`config.mk`:
```
export PLATFORM = sky130hd
export DESIGN_NAME = sprsc_core
export DESIGN_NICKNAME = d
export VERILOG_FILES = /design/src/rtl/sprsc_pkg.sv /design/src/rtl/sprsc_core.sv
export SDC_FILE = /design/constraint.sdc
export NUM_CORES = 1
export LEC_CHECK = 0
export BUFFER_PORTS_ARGS = -buffer_cell sky130_fd_sc_hd__buf_2
export CAP_MARGIN = 20
export CORE_MARGIN = 2
export CORE_UTILIZATION = 40
export DETAILED_ROUTE_END_ITERATION = 7
export PLACE_DENSITY = 0.63
export SLEW_MARGIN = 20
export SYNTH_ARGS = -nofsm -noshare
export SYNTH_HDL_FRONTEND = slang
export SYNTH_SLANG_ARGS = --single-unit
```
`constraint.sdc`:
```
create_clock -name clk -period 6.14 [get_ports clk]
set_clock_uncertainty 0.2 [all_clocks]
set_input_delay 0.614 -clock clk [delete_from_list [all_inputs] [get_ports clk]]
set_output_delay 0.614 -clock clk [all_outputs]
set_load 0.005 [all_outputs]
```
`src/rtl/sprsc_pkg.sv`:
```
package sprsc_pkg;

    // ******************************************************
    // register offsets
    // ******************************************************
    localparam logic [11:0] READBACK_DRIVER_CTRL_ADDR = 12'h054;
    localparam logic [11:0] PULSE_BURST_MODE_ADDR     = 12'h05A;
    localparam logic [11:0] EXT_SYNC_CTRL_ADDR        = 12'h05B;
    localparam logic [11:0] MASTER_TIMER_LOW_ADDR     = 12'h05C;
    localparam logic [11:0] MASTER_TIMER_HIGH_ADDR    = 12'h05D;
    localparam logic [11:0] INPUT_CLOCK_CTRL_ADDR     = 12'h064;
    localparam logic [11:0] DELAY_POWER_CTRL_ADDR     = 12'h065;

    // ******************************************************
    // field positions
    // ******************************************************
    localparam int READBACK_ENABLE_BIT = 0;  // driver enable
    localparam int READBACK_MODE_BIT   = 1;  // 0 open drain, 1 push pull
    localparam int SYNC_POLARITY_BIT   = 0;  // 0 positive, 1 negative
    localparam int SYNC_RETIME_BIT     = 2;  // 1 retime on beat
    localparam int LOW_FREQ_BIAS_BIT   = 0;  // class a bias
    localparam int INPUT_DIV2_BIT      = 1;  // divide by two
    localparam int DELAY_LOW_POWER_BIT = 0;  // analog delay low power

    // ******************************************************
    // reset values and encodings
    // ******************************************************
    localparam logic [7:0]  REG_RESET_VALUE    = 8'h00;
    localparam logic [11:0] TIMER_RESET_VALUE  = 12'h000;
    localparam logic [3:0]  PIN_FUNC_PULSE_REQ = 4'h4;
    localparam logic [2:0]  MODE_LEVEL         = 3'h0;
    localparam logic [2:0]  MODE_CONTINUOUS    = 3'h7;

    // pulse generator states
    typedef enum logic [1:0] {
        SPRSC_IDLE = 2'b00,
        SPRSC_HIGH = 2'b01,
        SPRSC_LOW  = 2'b10
    } sprsc_state_type;

    // pulse count of a counted burst mode
    function automatic logic [4:0] burst_len(input logic [2:0] mode);
        case (mode)
            3'h1:    burst_len = 5'h01;
            3'h2:    burst_len = 5'h02;
            3'h3:    burst_len = 5'h04;
            3'h4:    burst_len = 5'h08;
            3'h5:    burst_len = 5'h10;
            3'h6:    burst_len = 5'h10;
            default: burst_len = 5'h00;
        endcase
    endfunction : burst_len

endpackage : sprsc_pkg

```
`src/rtl/sprsc_core.sv`:
```
// Overview of operation
// - readback bit1 driver type, bit0 enable
// - mode 000 runs while request present
// - counted burst of 1,2,4,8,16 pulses
// - mode 111 continuous 50 percent pulses
// - sync bit2 retimes sync to beat
// - sync bit0 selects polarity, normally 0
// - 12-bit timer setpoint sets beat rate
// - input bit1 inserts divide by two
// - delay bit0 enables low power mode
// - input pin function 0100 requests pulses
`timescale 1ns/10ps
`default_nettype none

module sprsc_core #(
    parameter int ADDR_WIDTH = 12
) (
    input  wire logic                  clk,
    input  wire logic                  reset,
    input  wire logic [ADDR_WIDTH-1:0] reg_addr,
    input  wire logic                  reg_write,
    input  wire logic                  reg_read,
    input  wire logic [7:0]            reg_wdata,
    output var  logic [7:0]            reg_rdata,
    output var  logic                  reg_rvalid,
    input  wire logic                  readback_active,
    input  wire logic                  readback_bit,
    output var  logic                  serial_readback_line_out,
    output var  logic                  serial_readback_line_oe,
    input  wire logic                  general_input_pin,
    input  wire logic [3:0]            input_pin_function_field,
    input  wire logic                  serial_pulse_request,
    input  wire logic                  sync_pin,
    output var  logic                  sysref_out,
    output var  logic                  pulse_request_status,
    output var  logic                  input_div2_enable,
    output var  logic                  low_freq_bias,
    output var  logic                  analog_delay_low_power
);

    // ******************************************************
    // elaboration check
    // ******************************************************
    if (ADDR_WIDTH < 7 || ADDR_WIDTH > 12) begin : g_bad_width
        $error("ADDR_WIDTH must lie between 7 and 12");
    end

    // ******************************************************
    // register file
    // ******************************************************
    logic [1:0]  readback_ctrl;       // mode and enable
    logic [2:0]  pulse_mode;          // pulse generator mode
    logic [2:0]  sync_ctrl;           // retime, reserved, polarity
    logic [11:0] timer_setpoint;      // master timer setpoint
    logic [1:0]  clock_ctrl;          // divide and bias
    logic [1:0]  next_readback_ctrl;
    logic [2:0]  next_pulse_mode;
    logic [2:0]  next_sync_ctrl;
    logic [11:0] next_timer_setpoint;
    logic [1:0]  next_clock_ctrl;
    logic        next_low_power;
    logic [7:0]  next_rdata;
    logic [11:0] addr;                // address widened to full map

    assign addr = 12'(reg_addr);

    // decode writes and reads
    always_comb begin
        next_readback_ctrl  = readback_ctrl;
        next_pulse_mode     = pulse_mode;
        next_sync_ctrl      = sync_ctrl;
        next_timer_setpoint = timer_setpoint;
        next_clock_ctrl     = clock_ctrl;
        next_low_power      = analog_delay_low_power;
        next_rdata          = reg_rdata;
        if (reg_write) begin
            case (addr)
                sprsc_pkg::READBACK_DRIVER_CTRL_ADDR: begin
                    next_readback_ctrl = reg_wdata[1:0];
                end
                sprsc_pkg::PULSE_BURST_MODE_ADDR: begin
                    next_pulse_mode = reg_wdata[2:0];
                end
                sprsc_pkg::EXT_SYNC_CTRL_ADDR: begin
                    next_sync_ctrl = {reg_wdata[2], 1'b0, reg_wdata[0]};
                end
                sprsc_pkg::MASTER_TIMER_LOW_ADDR: begin
                    next_timer_setpoint[7:0] = reg_wdata;
                end
                sprsc_pkg::MASTER_TIMER_HIGH_ADDR: begin
                    next_timer_setpoint[11:8] = reg_wdata[3:0];
                end
                sprsc_pkg::INPUT_CLOCK_CTRL_ADDR: begin
                    next_clock_ctrl = reg_wdata[1:0];
                end
                sprsc_pkg::DELAY_POWER_CTRL_ADDR: begin
                    next_low_power = reg_wdata[0];
                end
                default: begin
                    // unmapped writes are dropped
                end
            endcase
        end
        if (reg_read) begin
            case (addr)
                sprsc_pkg::READBACK_DRIVER_CTRL_ADDR:
                    next_rdata = {6'h00, readback_ctrl};
                sprsc_pkg::PULSE_BURST_MODE_ADDR:
                    next_rdata = {5'h00, pulse_mode};
                sprsc_pkg::EXT_SYNC_CTRL_ADDR:
                    next_rdata = {5'h00, sync_ctrl};
                sprsc_pkg::MASTER_TIMER_LOW_ADDR:
                    next_rdata = timer_setpoint[7:0];
                sprsc_pkg::MASTER_TIMER_HIGH_ADDR:
                    next_rdata = {4'h0, timer_setpoint[11:8]};
                sprsc_pkg::INPUT_CLOCK_CTRL_ADDR:
                    next_rdata = {6'h00, clock_ctrl};
                sprsc_pkg::DELAY_POWER_CTRL_ADDR:
                    next_rdata = {7'h00, analog_delay_low_power};
                default:
                    next_rdata = 8'h00;
            endcase
        end
    end

    // register storage
    always_ff @(posedge clk) begin
        if (reset) begin
            readback_ctrl          <= sprsc_pkg::REG_RESET_VALUE[1:0];
            pulse_mode             <= sprsc_pkg::REG_RESET_VALUE[2:0];
            sync_ctrl              <= sprsc_pkg::REG_RESET_VALUE[2:0];
            timer_setpoint         <= sprsc_pkg::TIMER_RESET_VALUE;
            clock_ctrl             <= sprsc_pkg::REG_RESET_VALUE[1:0];
            analog_delay_low_power <= 1'b0;
            reg_rdata              <= 8'h00;
            reg_rvalid             <= 1'b0;
        end else begin
            readback_ctrl          <= next_readback_ctrl;
            pulse_mode             <= next_pulse_mode;
            sync_ctrl              <= next_sync_ctrl;
            timer_setpoint         <= next_timer_setpoint;
            clock_ctrl             <= next_clock_ctrl;
            analog_delay_low_power <= next_low_power;
            reg_rdata              <= next_rdata;
            reg_rvalid             <= reg_read;
        end
    end

    // ******************************************************
    // readback driver and clock path
    // ******************************************************
    logic next_line_out;   // pin level
    logic next_line_oe;    // pin enable
    logic div_phase;       // divide by two phase
    logic tick;            // one distribution clock step

    always_comb begin
        next_line_oe  = 1'b0;
        next_line_out = 1'b0;
        if (readback_active
            && readback_ctrl[sprsc_pkg::READBACK_ENABLE_BIT]) begin
            if (readback_ctrl[sprsc_pkg::READBACK_MODE_BIT]) begin
                next_line_oe  = 1'b1;
                next_line_out = readback_bit;
            end else begin
                next_line_oe  = !readback_bit;
            end
        end
    end

    assign tick = !clock_ctrl[sprsc_pkg::INPUT_DIV2_BIT] || div_phase;

    // driver pin and divider flops
    always_ff @(posedge clk) begin
        if (reset) begin
            serial_readback_line_out <= 1'b0;
            serial_readback_line_oe  <= 1'b0;
            div_phase                <= 1'b0;
            input_div2_enable        <= 1'b0;
            low_freq_bias            <= 1'b0;
        end else begin
            serial_readback_line_out <= next_line_out;
            serial_readback_line_oe  <= next_line_oe;
            div_phase                <= !div_phase;
            input_div2_enable <= clock_ctrl[sprsc_pkg::INPUT_DIV2_BIT];
            low_freq_bias     <= clock_ctrl[sprsc_pkg::LOW_FREQ_BIAS_BIT];
        end
    end

    // ******************************************************
    // master timer and request sources
    // ******************************************************
    logic [11:0] timer_cnt;       // beat down counter
    logic [11:0] next_timer_cnt;
    logic        beat;            // one beat of the master timer
    logic        sync_level;      // polarity corrected sync
    logic        sync_retimed;    // sync held to the beat
    logic        next_sync_retimed;
    logic        sync_eff;        // sync as seen by generator
    logic        next_req;

    assign beat = tick && (timer_cnt == 12'h000);

    always_comb begin
        next_timer_cnt = timer_cnt;
        if (beat) begin
            next_timer_cnt = timer_setpoint;
        end else if (tick) begin
            next_timer_cnt = timer_cnt - 12'h001;
        end
    end

    always_comb begin
        next_sync_retimed = beat ? sync_level : sync_retimed;
        sync_eff = sync_ctrl[sprsc_pkg::SYNC_RETIME_BIT]
                 ? sync_retimed : sync_level;
    end

    assign next_req = (general_input_pin && input_pin_function_field
                       == sprsc_pkg::PIN_FUNC_PULSE_REQ)
                    || serial_pulse_request || sync_eff;

    // timer, sync and request flops
    always_ff @(posedge clk) begin
        if (reset) begin
            timer_cnt            <= sprsc_pkg::TIMER_RESET_VALUE;
            sync_level           <= 1'b0;
            sync_retimed         <= 1'b0;
            pulse_request_status <= 1'b0;
        end else begin
            timer_cnt            <= next_timer_cnt;
            sync_level           <= sync_pin
                                  ^ sync_ctrl[sprsc_pkg::SYNC_POLARITY_BIT];
            sync_retimed         <= next_sync_retimed;
            pulse_request_status <= next_req;
        end
    end

    // ******************************************************
    // pulse generator
    // ******************************************************
    sprsc_pkg::sprsc_state_type state;
    sprsc_pkg::sprsc_state_type next_state;
    logic [4:0] pulses_left;      // pulses still owed in a burst
    logic [4:0] next_pulses_left;
    logic       req_prev;         // request of last cycle
    logic       pending;          // burst request waiting for beat
    logic       next_pending;
    logic       burst_mode;       // counted mode selected
    logic       run_now;          // start condition at idle

    assign burst_mode = (pulse_mode != sprsc_pkg::MODE_LEVEL)
                     && (pulse_mode != sprsc_pkg::MODE_CONTINUOUS);

    // next state on each beat
    always_comb begin
        next_state       = state;
        next_pulses_left = pulses_left;
        next_pending     = pending;
        run_now          = 1'b0;
        case (pulse_mode)
            sprsc_pkg::MODE_LEVEL:      run_now = pulse_request_status;
            sprsc_pkg::MODE_CONTINUOUS: run_now = 1'b1;
            default:                    run_now = pending;
        endcase
        if (beat) begin
            case (state)
                sprsc_pkg::SPRSC_IDLE: begin
                    if (run_now) begin
                        next_state       = sprsc_pkg::SPRSC_HIGH;
                        next_pulses_left = sprsc_pkg::burst_len(pulse_mode);
                        next_pending     = 1'b0;
                    end
                end
                sprsc_pkg::SPRSC_HIGH: begin
                    next_state = sprsc_pkg::SPRSC_LOW;
                    if (pulses_left != 5'h00) begin
                        next_pulses_left = pulses_left - 5'h01;
                    end
                end
                sprsc_pkg::SPRSC_LOW: begin
                    if (pulse_mode == sprsc_pkg::MODE_CONTINUOUS) begin
                        next_state = sprsc_pkg::SPRSC_HIGH;
                    end else if (pulse_mode == sprsc_pkg::MODE_LEVEL) begin
                        next_state = pulse_request_status
                                   ? sprsc_pkg::SPRSC_HIGH
                                   : sprsc_pkg::SPRSC_IDLE;
                    end else begin
                        next_state = (pulses_left != 5'h00)
                                   ? sprsc_pkg::SPRSC_HIGH
                                   : sprsc_pkg::SPRSC_IDLE;
                    end
                end
                default: begin
                    next_state = sprsc_pkg::SPRSC_IDLE;
                end
            endcase
        end
        // new request edge wins over the clear
        if (burst_mode && pulse_request_status && !req_prev) begin
            next_pending = 1'b1;
        end
    end

    // generator flops
    always_ff @(posedge clk) begin
        if (reset) begin
            state       <= sprsc_pkg::SPRSC_IDLE;
            pulses_left <= 5'h00;
            pending     <= 1'b0;
            req_prev    <= 1'b0;
            sysref_out  <= 1'b0;
        end else begin
            state       <= next_state;
            pulses_left <= next_pulses_left;
            pending     <= next_pending;
            req_prev    <= pulse_request_status;
            sysref_out  <= (next_state == sprsc_pkg::SPRSC_HIGH);
        end
    end
endmodule : sprsc_core

`default_nettype wire

```
==> impl_metrics.csv <==
group,metric,value,unit
synth,synth_top_cell_by_area,"dfxtp_1",
clock_network,postCtsHoldBufs,0,
clock_network,clkLatencyLatePin,350,ps
flow_run,maxCapViolCount,0,
timing,slew_viol_final,0,
clock_network,cts_setup_buffers,0,
drt,drc,0,
place,place_ws,3170,ps
worst_setup_path,required,6150,ps
synth,netlist_area,3310,um2
drt,via_per_inst,5.79,
global_route,grt_antenna_before_repair,0,
global_route,grt_max_degree,39,
synth,synth_seq_cells,61,
synth,syn_inst,380,
synth,synth-async-reset-ratio,0,%
finish,insertedDiodeCount,0,
synth,synth_compound_area_share,20.6,%
finish,drive_gt1_share,18.7,%
synth,synth.area.top_cells,"dfxtp_1, mux2i_1, a21oi_1",
timing,hold_ws,230,ps
timing,rsz0062_at_grt,"false",
floorplanning,rows,33,
synth,synth-xor-area-share,0.529,%
floorplanning,die-width,95.0,um
worst_setup_path,crit_path_start_kind,"input port",
worst_setup_path,setup.worst_path.class,"input port to flip-flop",
outcome,status,"finished clean",
synth,synthSimpleGateAreaFrac,27.6,%
clock_network,cts_tree,"yes",
synth,synth_top_family_by_area,"simple AND/OR/NAND/NOR gates",
worst_setup_path,end_kind,"flip-flop",
global_route,grt-ovfl-total,0,
power,p_per_area,335,nW/um2
drt,antenna_left,0,
floorplanning,start_util,40.7,%
place,dpl.hpwl,5840,um
place,gp_congestion,0.820,
finish,fillCellCount,806,
synth,synth_top_flop_cell,"dfxtp_1",
drt,drt_first_pass_iters,4,
floorplanning,die_height,95.0,um
synth,synth_edf_count,0,
power,ir_drop,0.000148,V
drt,totalWireLength,8370,um
drt,num_vias,3024,
power,p_leak,1.45,nW
timing,hold_viol_final,0,
drt,wl_per_cell,16.0,um
synth,synth_mux_area_share,7.44,%
clock_network,cts_buffer_depth,2,
place,portBuffers,48,
clock_network,cts.sinks,61,
timing,min_period,2600,ps
synth,yosysSeqAreaShare,36.8,%
worst_setup_path,arrival,2620,ps
floorplanning,core_area,8130,um2
worst_setup_path,crit_fanout,38,
global_route,grt_pass1_vias,2872,
hold_path,hold_path.class,"flip-flop to flip-flop",
synth,ys_warn_count,0,
timing,finalCritPeriodShare,42.4,%
finish,fin_area,3730,um2
synth,synth_cell_types,67,
power,fin_total_pwr,0.00125,W
floorplanning,die_area,9030,um2
finish,num-nets-final,450,
floorplanning,boundaryPins,49,
synth,synth_top_area_share,36.8,%
clock_network,cts_resized,0,
timing,finalWorstSetupSlack,3540,ps
timing,worstMarginPinSlew,822,ps
timing,fmax,384,MHz
timing,setup_viol,0,
synth,synthAdderAreaFrac,1.51,%
clock_network,h-tree-depth,3,
clock_network,cts.clk_slew.worst_paths,60,ps
clock_network,numCtsBuffers,9,
timing,setup_tns,0,ps
global_route,grt_pass1_wl,14200,um
timing,max_slew_margin,44.9,%
place,detailed_place.area,3550,um2
synth,synth_nets,417,
finish,area_delta_synth_final,12.5,%
drt,drt-initial-drc-count,200,
clock_network,clock-root-buffer,"clkbuf_8",
synth,synth.avg_cell_area,8.72,um2
global_route,grt_usage,20.1,%
per-layer routing:
layer  part of all wire [%]  wire (um)  global-route usage [%]  up-vias
li1                       -          -                       -     1491
met1                     47       3940                    27.3     1429
met2                     46       3850                    32.1       95
met3                    5.6        470                    5.06        9
met4                    1.4        114                    4.83        0
met5                      0          0                       0        -
state kept, by name, summed over array words and instances, names as in the netlist, 2 cells and up:
register / count
reg_rdata: 8
clock_ctrl: 2
state: 2
pulse_mode: 3
pulses_left: 5
timer_setpoint: 12
timer_cnt: 12
readback_ctrl: 2
sync_ctrl: 2
worst paths after layout:
| kind | start | end | slack [ps] | cells past startpoint |
|---|---|---|---|---|
| min reg2reg | div_phase | div_phase | 230 | 1 |
| max reg2reg | timer_cnt[0] | pulses_left[2] | 3700 | 6 |
| min | div_phase | div_phase | 230 | 1 |
| max | reset | state[0] | 3540 | 4 |
cell type report:
class | instances | area (um2) | share of cell area [%]
flip-flops and latches | 61 | 1220 | 32.8
repair buffers | 48 | 240 | 6.44
clock buffers | 14 | 173 | 4.63
inverters | 13 | 48.8 | 1.31
well taps | 105 | 131 | 3.52
clock inverters | 1 | 5.00 | 0.134
multi-input cells | 280 | 1910 | 51.2
critical path, cell delays in order:
cell and delay (ps):
buf_2 560, clkinv_1 890, o311ai_0 430, o31ai_1 110
cells in the final DEF (no fill, tap or decap), drive strengths merged, types with 5 or more instances in the layout:
cell / count
a21oi: 24
a32oi: 5
and2: 5
buf: 48
clkbuf: 14
dfxtp: 61
inv: 12
mux2: 5
mux2i: 19
nand2: 32
nand2b: 8
nand3: 15
nand4: 10
nor2: 25
nor2b: 11
nor3: 9
nor4: 5
nor4b: 5
o21ai: 23
o31ai: 5
or4: 6
power by group:
part	total [W]	switching [W]	internal, W
Sequential	0.000502	0.0000647	0.000437
Clock	0.000334	0.000156	0.000177
Combinational	0.000413	0.000224	0.000188
Total	0.00125	0.000445	0.000803
cell usage after synthesis, drive strengths merged, types with 2 or more instances:
library cell  count
or3               3
o32ai             2
a221oi            2
clkbuf           15
o21a              2
nor3              9
or4b              2
a211oi            4
nor2b            11
o22ai             3
nor4b             5
mux2              5
o31ai             5
and4b             2
a32o              4
nor4bb            2
a21oi            24
nand2b            8
a2111o            4
nand3            15
nand3b            3
nand4            10
ha                4
nor3b             4
a32oi             5
and4              3
nand2            32
o21ai            23
inv              12
o311a             2
mux2i            19
a21o              2
dfxtp            61
or4               6
nor2             25
and2              5
buf              11
o41ai             4
nor4              5
metrics by stage:
stage                     util (%)  cells
after floorplan                  -    380
after detailed placement      43.7    507
after global routing          45.8    522
final                         45.8    522
after CTS                     45.8    522
after global placement        43.7    507
kinds of logic (layout without fill, tap and decap cells):
logic type / after synthesis / in the layout
DFF: 61 / 61
muxes: 24 / 24
buffers and inverters: 39 / 76
and+or+nand+nor: 152 / 152
adders and majority gates: 4 / 4
AOI/OAI and AO/OA: 98 / 98
xor gates and xnor gates: 2 / 2
No activity file was read; power rests on OpenSTA's default activity.
